**config.mk**
```make
export PLATFORM = sky130hd
export DESIGN_NAME = fdcst_top
export DESIGN_NICKNAME = d
export VERILOG_FILES = /design/src/fdcst_delay_timer.v /design/src/fdcst_scan_cmp.v /design/src/fdcst_top.v
export VERILOG_INCLUDE_DIRS = /design/src
export SDC_FILE = /design/constraint.sdc
export NUM_CORES = 1
export LEC_CHECK = 0
export BUFFER_PORTS_ARGS = -buffer_cell sky130_fd_sc_hd__buf_2
export CELL_PAD_IN_SITES_DETAIL_PLACEMENT = 0
export CELL_PAD_IN_SITES_GLOBAL_PLACEMENT = 2
export CORE_UTILIZATION = 44
export DETAILED_ROUTE_END_ITERATION = 8
export GPL_TIMING_DRIVEN = 0
export PLACE_DENSITY = 0.9
export SKIP_LAST_GASP = 1
export SLEW_MARGIN = 20
export SYNTH_ARGS = -nofsm -noshare
export SYNTH_HDL_FRONTEND = slang
export SYNTH_SLANG_ARGS = --single-unit
```
**constraint.sdc**
```tcl
create_clock -name i_clock -period 9.65 [get_ports i_clock]
set_clock_uncertainty 0.2 [all_clocks]
set_input_delay 0.965 -clock i_clock [delete_from_list [all_inputs] [get_ports i_clock]]
set_output_delay 0.965 -clock i_clock [all_outputs]
set_load 0.1 [all_outputs]
```
**src/fdcst_defines.vh**
```
`ifndef FDCST_DEFINES_VH
`define FDCST_DEFINES_VH

// ----------------------------------------
// timing
// ----------------------------------------
`define FDCST_CLK_PERIOD_NS 100
`define FDCST_MS_NS 1000000
`define FDCST_SRT_BASE 5'h10
`define FDCST_MNT_ZERO_MS 8'h80
// load, tick and done each cost a clock; presetting the divider gives them back
`define FDCST_TICK_PRESET 32'h3

// ----------------------------------------
// opcodes and command lengths
// ----------------------------------------
`define FDCST_OP_SEEK 8'h0F
`define FDCST_OP_SENSE_DRV 8'h04
`define FDCST_OP_SENSE_INT 8'h08
`define FDCST_OP_SCAN_LE 5'h19
`define FDCST_OP_TRACK 7'h21
`define FDCST_TRACK_B1 5'h06
`define FDCST_LEN_SEEK 4'h3
`define FDCST_LEN_SEEK_ETR 4'h4
`define FDCST_LEN_SENSE_DRV 4'h2
`define FDCST_LEN_SENSE_INT 4'h1
`define FDCST_LEN_SCAN 4'h9
`define FDCST_LEN_TRACK 4'h3
`define FDCST_LEN_RES_SCAN 3'h7

// ----------------------------------------
// status encodings
// ----------------------------------------
`define FDCST_ST0_READY 3'h6
`define FDCST_ST0_SEEK_OK 3'h1
`define FDCST_ST0_INVALID 8'h80
`define FDCST_ST3_ONES 8'h28
`define FDCST_MSR_RQM 7
`define FDCST_MSR_DIO 6
`define FDCST_MSR_CB 4

`endif

```
**src/fdcst_delay_timer.v**
```verilog
`timescale 1ns/1ps
// counts down whole milliseconds; done pulses on the tick that ends the delay
module fdcst_delay_timer #(
    parameter W = 8
) (
    input wire i_clock,
    input wire i_rst_n,
    input wire i_load,
    input wire [W-1:0] i_value,
    input wire i_tick,
    output reg o_done
);
    reg [W-1:0] count;

    always @(posedge i_clock or negedge i_rst_n) begin
        if (!i_rst_n) begin
            count <= {W{1'b0}};
            o_done <= 1'b0;
        end else begin
            o_done <= 1'b0;
            if (i_load) begin
                count <= i_value;
            end else if (i_tick && count != {W{1'b0}}) begin
                count <= count - {{(W-1){1'b0}}, 1'b1};
                o_done <= (count == {{(W-1){1'b0}}, 1'b1});
            end
        end
    end
endmodule

```
**src/fdcst_scan_cmp.v**
```verilog
`timescale 1ns/1ps
// per-sector scan comparison, most significant byte first
module fdcst_scan_cmp (
    input wire i_clock,
    input wire i_rst_n,
    input wire i_sector_start,
    input wire i_valid,
    input wire [7:0] i_disk,
    input wire [7:0] i_host,
    output reg o_equal,
    output reg o_above
);
    reg decided;

    always @(posedge i_clock or negedge i_rst_n) begin
        if (!i_rst_n) begin
            o_equal <= 1'b1;
            o_above <= 1'b0;
            decided <= 1'b0;
        end else if (i_sector_start) begin
            o_equal <= 1'b1;
            o_above <= 1'b0;
            decided <= 1'b0;
        end else if (i_valid && !decided && i_disk != i_host) begin
            // first differing byte settles the whole sector
            decided <= 1'b1;
            o_equal <= 1'b0;
            o_above <= (i_disk > i_host);
        end
    end
endmodule

```
**src/fdcst_top.v**
```verilog
`timescale 1ns/1ps
`include "fdcst_defines.vh"
module fdcst_top #(
    parameter MS_CYCLES = `FDCST_MS_NS / `FDCST_CLK_PERIOD_NS
) (
    input wire i_clock,
    input wire i_rst_n,
    input wire i_cmd_wr,
    input wire [7:0] i_cmd_data,
    input wire i_res_rd,
    input wire i_etr,
    input wire [3:0] i_step_rate,
    input wire [6:0] i_motor_on,
    input wire [3:0] i_drive_ready,
    input wire i_write_protect,
    input wire i_track0,
    input wire i_two_side,
    input wire i_result_entry,
    input wire i_nondma_xfer,
    input wire i_scan_sector_start,
    input wire i_scan_valid,
    input wire [7:0] i_scan_disk,
    input wire [7:0] i_scan_host,
    input wire i_scan_done,
    output reg [7:0] o_main_status,
    output reg [7:0] o_res_data,
    output reg o_irq,
    output reg o_step,
    output reg o_dir,
    output reg o_scan_active
);
    // ----------------------------------------
    // states
    // ----------------------------------------
    localparam P_CMD = 2'h0;
    localparam P_DO = 2'h1;
    localparam P_EXEC = 2'h2;
    localparam P_RES = 2'h3;
    localparam K_IDLE = 2'h0;
    localparam K_MOTOR = 2'h1;
    localparam K_STEP = 2'h2;

    reg [1:0] p_state;
    reg [1:0] k_state;
    reg [3:0] cmd_cnt;
    reg [3:0] cmd_len;
    reg [7:0] cmd_buf [0:8];
    reg [7:0] res_buf [0:6];
    reg [2:0] res_idx;
    reg [2:0] res_len;
    reg [7:0] ptr_lo [0:3];
    reg [7:0] ptr_hi [0:3];
    reg [3:0] drv_busy;
    reg [3:0] pend_seek;
    reg [3:0] pend_ready;
    reg [3:0] ready_prev;
    reg poll_armed;
    reg poll_en;
    reg auto_int;
    reg sns_active;
    reg [1:0] sns_drv;
    reg [1:0] sk_drv;
    reg [11:0] sk_target;
    reg [31:0] ms_cnt;
    reg ms_tick;
    reg tmr_load;
    reg [7:0] tmr_value;
    wire tmr_done;
    wire scan_equal;
    wire scan_above;
    integer i;
    integer j;

    // ----------------------------------------
    // helpers
    // ----------------------------------------
    wire [11:0] cur_trk = {ptr_hi[sk_drv][3:0], ptr_lo[sk_drv]};
    wire [7:0] op = cmd_buf[0];
    wire [1:0] c_drv = cmd_buf[1][1:0];
    wire c_head = cmd_buf[1][2];
    wire [7:0] step_ms = {3'h0, `FDCST_SRT_BASE - {1'b0, i_step_rate}};
    wire [7:0] motor_ms = (i_motor_on == 7'h00) ? `FDCST_MNT_ZERO_MS : {1'b0, i_motor_on};
    wire seek_end = (k_state != K_IDLE) && tmr_done && (cur_trk == sk_target);
    wire sns_clr = (p_state == P_RES) && i_res_rd && (res_idx == 3'h0) && sns_active;
    wire [3:0] ready_chg = poll_en ? (i_drive_ready ^ ready_prev) : 4'h0;
    wire [3:0] pend_any = pend_seek | pend_ready;
    reg [1:0] pick;
    reg [3:0] new_len;

    always @* begin
        pick = 2'h0;
        for (j = 3; j >= 0; j = j - 1) begin
            if (pend_any[j]) begin
                pick = j[1:0];
            end
        end
    end

    always @* begin
        if (i_cmd_data == `FDCST_OP_SEEK) begin
            new_len = i_etr ? `FDCST_LEN_SEEK_ETR : `FDCST_LEN_SEEK;
        end else if (i_cmd_data == `FDCST_OP_SENSE_DRV) begin
            new_len = `FDCST_LEN_SENSE_DRV;
        end else if (i_cmd_data == `FDCST_OP_SENSE_INT) begin
            new_len = `FDCST_LEN_SENSE_INT;
        end else if (i_cmd_data[4:0] == `FDCST_OP_SCAN_LE) begin
            new_len = `FDCST_LEN_SCAN;
        end else if ({i_cmd_data[7], i_cmd_data[5:0]} == `FDCST_OP_TRACK) begin
            new_len = `FDCST_LEN_TRACK;
        end else begin
            new_len = 4'h1;
        end
    end

    // ----------------------------------------
    // sub blocks
    // ----------------------------------------
    fdcst_delay_timer #(
        .W(8)
    ) u_timer (
        .i_clock(i_clock),
        .i_rst_n(i_rst_n),
        .i_load(tmr_load),
        .i_value(tmr_value),
        .i_tick(ms_tick),
        .o_done(tmr_done)
    );

    fdcst_scan_cmp u_scan (
        .i_clock(i_clock),
        .i_rst_n(i_rst_n),
        .i_sector_start(i_scan_sector_start),
        .i_valid(i_scan_valid & o_scan_active),
        .i_disk(i_scan_disk),
        .i_host(i_scan_host),
        .o_equal(scan_equal),
        .o_above(scan_above)
    );

    // ----------------------------------------
    // main sequencer
    // ----------------------------------------
    always @(posedge i_clock or negedge i_rst_n) begin
        if (!i_rst_n) begin
            p_state <= P_CMD;
            k_state <= K_IDLE;
            cmd_cnt <= 4'h0;
            cmd_len <= 4'h1;
            res_idx <= 3'h0;
            res_len <= 3'h1;
            for (i = 0; i < 9; i = i + 1) begin
                cmd_buf[i] <= 8'h00;
            end
            for (i = 0; i < 7; i = i + 1) begin
                res_buf[i] <= 8'h00;
            end
            for (i = 0; i < 4; i = i + 1) begin
                ptr_lo[i] <= 8'h00;
                ptr_hi[i] <= 8'h00;
            end
            drv_busy <= 4'h0;
            pend_seek <= 4'h0;
            pend_ready <= 4'h0;
            ready_prev <= 4'h0;
            poll_armed <= 1'b0;
            poll_en <= 1'b0;
            auto_int <= 1'b0;
            sns_active <= 1'b0;
            sns_drv <= 2'h0;
            sk_drv <= 2'h0;
            sk_target <= 12'h000;
            ms_cnt <= 32'h0;
            ms_tick <= 1'b0;
            tmr_load <= 1'b0;
            tmr_value <= 8'h01;
            o_main_status <= 8'h00;
            o_res_data <= 8'h00;
            o_irq <= 1'b0;
            o_step <= 1'b0;
            o_dir <= 1'b0;
            o_scan_active <= 1'b0;
        end else begin
            tmr_load <= 1'b0;
            o_step <= 1'b0;

            // millisecond enable, preset on each load so a delay ends exactly n ms after its request;
            // limitation: MS_CYCLES must exceed the preset
            if (tmr_load) begin
                ms_cnt <= `FDCST_TICK_PRESET;
            end else if (ms_cnt == MS_CYCLES - 1) begin
                ms_cnt <= 32'h0;
            end else begin
                ms_cnt <= ms_cnt + 32'h1;
            end
            ms_tick <= !tmr_load && (ms_cnt == MS_CYCLES - 1);

            // ready polling begins once the lines are sampled after reset
            if (!poll_armed) begin
                poll_armed <= 1'b1;
                poll_en <= 1'b1;
                ready_prev <= i_drive_ready;
            end else begin
                ready_prev <= i_drive_ready;
            end

            // cleared by first result read, ready only if no seek is pending for that drive; a new event wins
            pend_ready <= (pend_ready & ~((sns_clr && !pend_seek[sns_drv]) ? (4'h1 << sns_drv) : 4'h0))
                | ready_chg;
            pend_seek <= (pend_seek & ~(sns_clr ? (4'h1 << sns_drv) : 4'h0))
                | (seek_end ? (4'h1 << sk_drv) : 4'h0);

            // transfer interrupts clear on fifo access
            auto_int <= (auto_int & ~(i_cmd_wr | i_res_rd)) | i_result_entry | i_nondma_xfer
                | (p_state == P_EXEC && i_scan_done);

            o_irq <= auto_int | (|pend_seek) | (|pend_ready);
            o_main_status <= {(p_state == P_CMD || p_state == P_RES), (p_state == P_RES), 1'b0,
                (p_state != P_CMD || cmd_cnt != 4'h0), drv_busy};

            // ----------------------------------------
            // seek engine
            // ----------------------------------------
            case (k_state)
                K_IDLE: begin
                end
                K_MOTOR, K_STEP: begin
                    if (tmr_done) begin
                        if (cur_trk == sk_target) begin
                            // interrupt one period after last step
                            drv_busy[sk_drv] <= 1'b0;
                            k_state <= K_IDLE;
                        end else begin
                            o_step <= 1'b1;
                            if (sk_target > cur_trk) begin
                                ptr_lo[sk_drv] <= cur_trk[7:0] + 8'h01;
                                ptr_hi[sk_drv][3:0] <= (cur_trk[7:0] == 8'hFF) ? cur_trk[11:8] + 4'h1
                                    : cur_trk[11:8];
                            end else begin
                                ptr_lo[sk_drv] <= cur_trk[7:0] - 8'h01;
                                ptr_hi[sk_drv][3:0] <= (cur_trk[7:0] == 8'h00) ? cur_trk[11:8] - 4'h1
                                    : cur_trk[11:8];
                            end
                            tmr_load <= 1'b1;
                            tmr_value <= step_ms;
                            k_state <= K_STEP;
                        end
                    end
                end
                default: begin
                    k_state <= K_IDLE;
                end
            endcase

            // ----------------------------------------
            // command, execution and result phases
            // ----------------------------------------
            case (p_state)
                P_CMD: begin
                    if (i_cmd_wr) begin
                        cmd_buf[cmd_cnt] <= i_cmd_data;
                        if (cmd_cnt == 4'h0) begin
                            poll_en <= 1'b0;
                            cmd_len <= new_len;
                            if (new_len == 4'h1) begin
                                p_state <= P_DO;
                            end else begin
                                cmd_cnt <= 4'h1;
                            end
                        end else if (cmd_cnt + 4'h1 == cmd_len) begin
                            cmd_cnt <= 4'h0;
                            p_state <= P_DO;
                        end else begin
                            cmd_cnt <= cmd_cnt + 4'h1;
                        end
                    end
                end
                P_DO: begin
                    p_state <= P_RES;
                    res_idx <= 3'h0;
                    res_len <= 3'h1;
                    sns_active <= 1'b0;
                    res_buf[0] <= `FDCST_ST0_INVALID;
                    o_res_data <= `FDCST_ST0_INVALID;
                    if (op == `FDCST_OP_SEEK) begin
                        p_state <= P_CMD;
                        sk_drv <= c_drv;
                        sk_target <= i_etr ? {cmd_buf[3][7:4], cmd_buf[2]} : {4'h0, cmd_buf[2]};
                        o_dir <= (i_etr ? {cmd_buf[3][7:4], cmd_buf[2]} : {4'h0, cmd_buf[2]})
                            > {ptr_hi[c_drv][3:0], ptr_lo[c_drv]};
                        drv_busy[c_drv] <= 1'b1;
                        tmr_load <= 1'b1;
                        tmr_value <= motor_ms;
                        k_state <= K_MOTOR;
                    end else if (op == `FDCST_OP_SENSE_DRV) begin
                        res_buf[0] <= `FDCST_ST3_ONES | {1'b0, i_write_protect, 1'b0, i_track0,
                            1'b0, c_head, c_drv};
                        o_res_data <= `FDCST_ST3_ONES | {1'b0, i_write_protect, 1'b0, i_track0,
                            1'b0, c_head, c_drv};
                    end else if (op == `FDCST_OP_SENSE_INT) begin
                        if (pend_any != 4'h0) begin
                            sns_active <= 1'b1;
                            sns_drv <= pick;
                            res_len <= i_etr ? 3'h3 : 3'h2;
                            res_buf[0] <= {(pend_seek[pick] ? `FDCST_ST0_SEEK_OK : `FDCST_ST0_READY),
                                3'h0, pick};
                            o_res_data <= {(pend_seek[pick] ? `FDCST_ST0_SEEK_OK : `FDCST_ST0_READY),
                                3'h0, pick};
                            res_buf[1] <= ptr_lo[pick];
                            res_buf[2] <= {ptr_hi[pick][3:0], 4'h0};
                        end
                    end else if (op[4:0] == `FDCST_OP_SCAN_LE) begin
                        p_state <= P_EXEC;
                        o_scan_active <= 1'b1;
                    end else if ({op[7], op[5:0]} == `FDCST_OP_TRACK
                        && cmd_buf[1][7:3] == `FDCST_TRACK_B1) begin
                        if (op[6]) begin
                            if (cmd_buf[1][2]) begin
                                ptr_hi[c_drv] <= cmd_buf[2];
                            end else begin
                                ptr_lo[c_drv] <= cmd_buf[2];
                            end
                            res_buf[0] <= cmd_buf[2];
                            o_res_data <= cmd_buf[2];
                        end else begin
                            res_buf[0] <= cmd_buf[1][2] ? ptr_hi[c_drv] : ptr_lo[c_drv];
                            o_res_data <= cmd_buf[1][2] ? ptr_hi[c_drv] : ptr_lo[c_drv];
                        end
                    end
                end
                P_EXEC: begin
                    if (i_scan_done) begin
                        // status two bits 3 and 2
                        o_scan_active <= 1'b0;
                        p_state <= P_RES;
                        res_idx <= 3'h0;
                        res_len <= `FDCST_LEN_RES_SCAN;
                        res_buf[0] <= {5'h00, c_head, c_drv};
                        o_res_data <= {5'h00, c_head, c_drv};
                        res_buf[1] <= 8'h00;
                        res_buf[2] <= {4'h0, scan_equal, scan_above, 2'h0};
                        res_buf[3] <= cmd_buf[2];
                        res_buf[4] <= cmd_buf[3];
                        res_buf[5] <= cmd_buf[4];
                        res_buf[6] <= cmd_buf[5];
                    end
                end
                P_RES: begin
                    if (i_res_rd) begin
                        if (res_idx + 3'h1 == res_len) begin
                            p_state <= P_CMD;
                            sns_active <= 1'b0;
                        end else begin
                            res_idx <= res_idx + 3'h1;
                            o_res_data <= res_buf[res_idx + 3'h1];
                        end
                    end
                end
                default: begin
                    p_state <= P_CMD;
                end
            endcase
        end
    end

    // two-sided input reserved for the drive status byte layout
    wire unused_two_side = i_two_side;
endmodule

```
==> results.ini <==
[cts]
htreeDepth = 2
clkTransAtPathRegs_ns = 0.06
cts_root_buffer = clkbuf_16
numCtsBuffers = 36
cts_tree = built
clock-sinks = 293
clkLatencyLatePin_ns = 0.54
cts_max_path_buffers = 3
cts_hold_buf = 0
post_cts_buffers = 0
cts_resized = 0

[global_route]
antenna_found_initial = 0
grt_max_degree = 98
grt_remaining_overflow = 0
gr-usage-all-layers_pct = 25.77
grt_pass1_vias = 11900
grt_first_pass_wirelength_um = 70940

[critical_path]
critPathKind = reg2reg
crit_fanout = 10
cp_common_cell = inv_1
worst_path_max_delay_cell = mux4_2
crit_required_ns = 9.91
crit_chain = buf_6, buf_1, mux4_2, inv_1, ha_1, nand4_1, nor3_2, or2_2, buf_2, inv_1, nand2_1, clkbuf_1, and3_1, a21oi_1, o21ai_0
rrSetupSlack_ns = 4.56
slowest_delay_ns = 0.66
critical-path-top-delay-family = buffers and inverters
setup.worst_path.end_class = flip-flop
worst-path-buf-inv = 6
arrival_ns = 5.36
start_kind = flip-flop

[detailed_routing]
drt-initial-drc-count = 1126
via_per_inst = 5.896
drt_first_pass_iters = 7
antenna_left = 0
wl_per_cell_um = 21.98
totalWireLength_um = 46380
drc = 0
via_count = 12440

[yosys]
syn_area_um2 = 15840
synth_cells = 1519
yosysWarnings = 0
synthArstFlopShare_pct = 100.0
synth-edff-count = 0
ys_seq_area_share_pct = 46.32
ys_ff_latch = 293
synthFlopType = dfrtp_1
ys_types = 85
synth_area_per_cell_um2 = 10.43
synthesis.nets = 1625

[die]
core_area_um2 = 35480
fp.dieW_um = 191.7
dieArea_um2 = 36770
start_util_pct = 44.65
row_count = 69
io_pins = 72
dieHeight_um = 191.7

[cells_and_area]
final_area_um2 = 18010
layout_commonest_cell = dfrtp_1
area_growth_pct = 13.70
layout.area.seq_um2 = 7337
multi_input_area_um2 = 7895
final_cell_mix = 289 x dfrtp_1, 182 x nand2_1, 128 x nor2_1
drive_above_1_share_pct = 19.28
layout.cells.non_filler = 2110
utilization_pct = 50.76
fill_cells = 3192
antennaDiodeCount = 0
nNetsFinal = 1731

[sta]
hold_slack_ns = 0.1683
min_period_ns = 5.092
fmax_ghz = 0.1964
rsz0062_at_grt = false
hold_viol_final = 0
tns_ns = 0
period_share_pct = 52.77
drv_slew = 0
relSlewSlack_pct = 37.98
tightest_slew_ns = 0.9269
finalSetupViolCount = 0
fin_ws_ns = 4.558

[placement]
place_ws_ns = 4.678
gp_congestion = 0.9315
port_buffers = 65
place_hpwl_um = 33870
dpl_cell_area_um2 = 16840
place_inst = 2048

[hold_path]
hold_class = in2async

[pwr]
p_leak_nw = 8.308
powerDensity_nw_per_um2 = 227.2
p_total_mw = 4.091
vdd_ir_drop_max_mv = 0.1977

[flow_run]
maxCapViolCount = 0

[status]
status = complete, no violations

metal layers:
metal | GRT usage [%] | wire [µm] | vias up
li1 | - | - | 5630
met1 | 36.68 | 20520 | 6168
met2 | 39.17 | 20730 | 542
met4 | 9.432 | 1685 | 0
met5 | 0 | 0 | -
met3 | 4.604 | 3442 | 101
path summary, 6_finish.rpt:
check                                      startpoint                           end  cells after the start
max in group asynchronous                     i_rst_n       res_buf[10]$_DFFE_PN0P_                      3
worst max register to register  sk_drv[0]$_DFFE_PN0P_          ptr_lo[15]$_DFF_PN0_                     15
min in group i_clock            drv_busy[3]$_DFF_PN0_    o_main_status[3]$_DFF_PN0_                      0
worst min-delay path                          i_rst_n  u_timer.count[5]$_DFFE_PN0P_                      1
worst min register to register  drv_busy[3]$_DFF_PN0_    o_main_status[3]$_DFF_PN0_                      0
worst max-delay path            sk_drv[0]$_DFFE_PN0P_          ptr_lo[15]$_DFF_PN0_                     15
registers in the layout, indices dropped and copies added, names as in the netlist, 3 cells and up:
signal / cells
cmd_cnt: 4
o_res_data: 8
ptr_hi: 32
ready_prev: 4
sk_target: 12
res_buf: 54
tmr_value: 8
cmd_len: 4
op: 8
res_idx: 3
pend_seek: 4
ms_cnt: 32
ptr_lo: 32
cmd_buf: 37
res_len: 3
o_main_status: 7
pend_ready: 4
drv_busy: 4
u_timer.count: 8
synth_stat cells, types with 5 or more instances:
| master | instances | area share (%) |
|---|---|---|
| and2_1 | 8 | 0.32 |
| clkbuf_1 | 55 | 1.3 |
| nor2b_1 | 14 | 0.55 |
| o211ai_1 | 15 | 0.71 |
| mux2_2 | 101 | 7.2 |
| a21o_1 | 10 | 0.47 |
| mux4_4 | 5 | 0.79 |
| a21oi_1 | 84 | 2.7 |
| nand2b_1 | 14 | 0.55 |
| xnor2_1 | 32 | 1.8 |
| mux2i_1 | 26 | 1.6 |
| or2_2 | 5 | 0.20 |
| inv_1 | 59 | 1.4 |
| nand2_1 | 182 | 4.3 |
| ha_1 | 54 | 4.3 |
| nor2_1 | 128 | 3.0 |
| nand3_1 | 39 | 1.2 |
| dfrtp_1 | 289 | 46 |
| nor3_1 | 18 | 0.57 |
| o21ai_1 | 9 | 0.28 |
| and3_1 | 28 | 1.1 |
| nor4_1 | 10 | 0.39 |
| buf_1 | 5 | 0.12 |
| mux4_2 | 36 | 5.1 |
| buf_2 | 9 | 0.28 |
| a22o_1 | 16 | 0.88 |
| xor2_1 | 27 | 1.5 |
| o21ai_0 | 91 | 2.9 |
| mux4_1 | 5 | 0.83 |
| or3_1 | 11 | 0.43 |
| a31oi_1 | 11 | 0.43 |
| nand4_1 | 22 | 0.87 |
| o31a_1 | 5 | 0.28 |
worst register-to-register path, stage by stage (launching register included):
cell      delay (ns)
dfrtp_1         0.45
buf_6           0.23
buf_1           0.57
mux4_2          0.66
inv_1           0.09
ha_1            0.16
nand4_1         0.21
nor3_2          0.66
or2_2           0.23
buf_2           0.19
inv_1           0.21
nand2_1         0.17
clkbuf_1        0.56
and3_1          0.27
a21oi_1         0.04
o21ai_0         0.11
power breakdown:
part / internal [mW] / switching (mW)
logic: 0.426 / 0.757
clock network: 0.828 / 0.526
registers: 1.42 / 0.139
total: 2.67 / 1.42
layout make-up:
class	count	area share (%)
Multi-Input combinational cell	1087	43.83
Buffer	80	2.181
Clock buffer	52	5.787
Timing Repair Buffer	68	2.320
Tap cell	461	3.203
Sequential cell	293	40.74
Inverter	59	1.230
Clock inverter	10	0.7086
cell families (layout without fill, tap and decap cells):
kind of cell / after synthesis / in the layout / synth area share [%]
buffers and inverters: 139 / 269 / 3.878
adder cells (fa/ha/maj): 54 / 54 / 4.265
other: 2 / 2 / 0.04741
AO/OA/AOI/OAI: 285 / 285 / 11.01
multiplexers: 173 / 173 / 15.56
AND/OR/NAND/NOR: 514 / 514 / 15.66
flip-flops: 293 / 293 / 46.32
XOR/XNOR: 59 / 59 / 3.262
No activity file was read; power rests on OpenSTA's default activity.
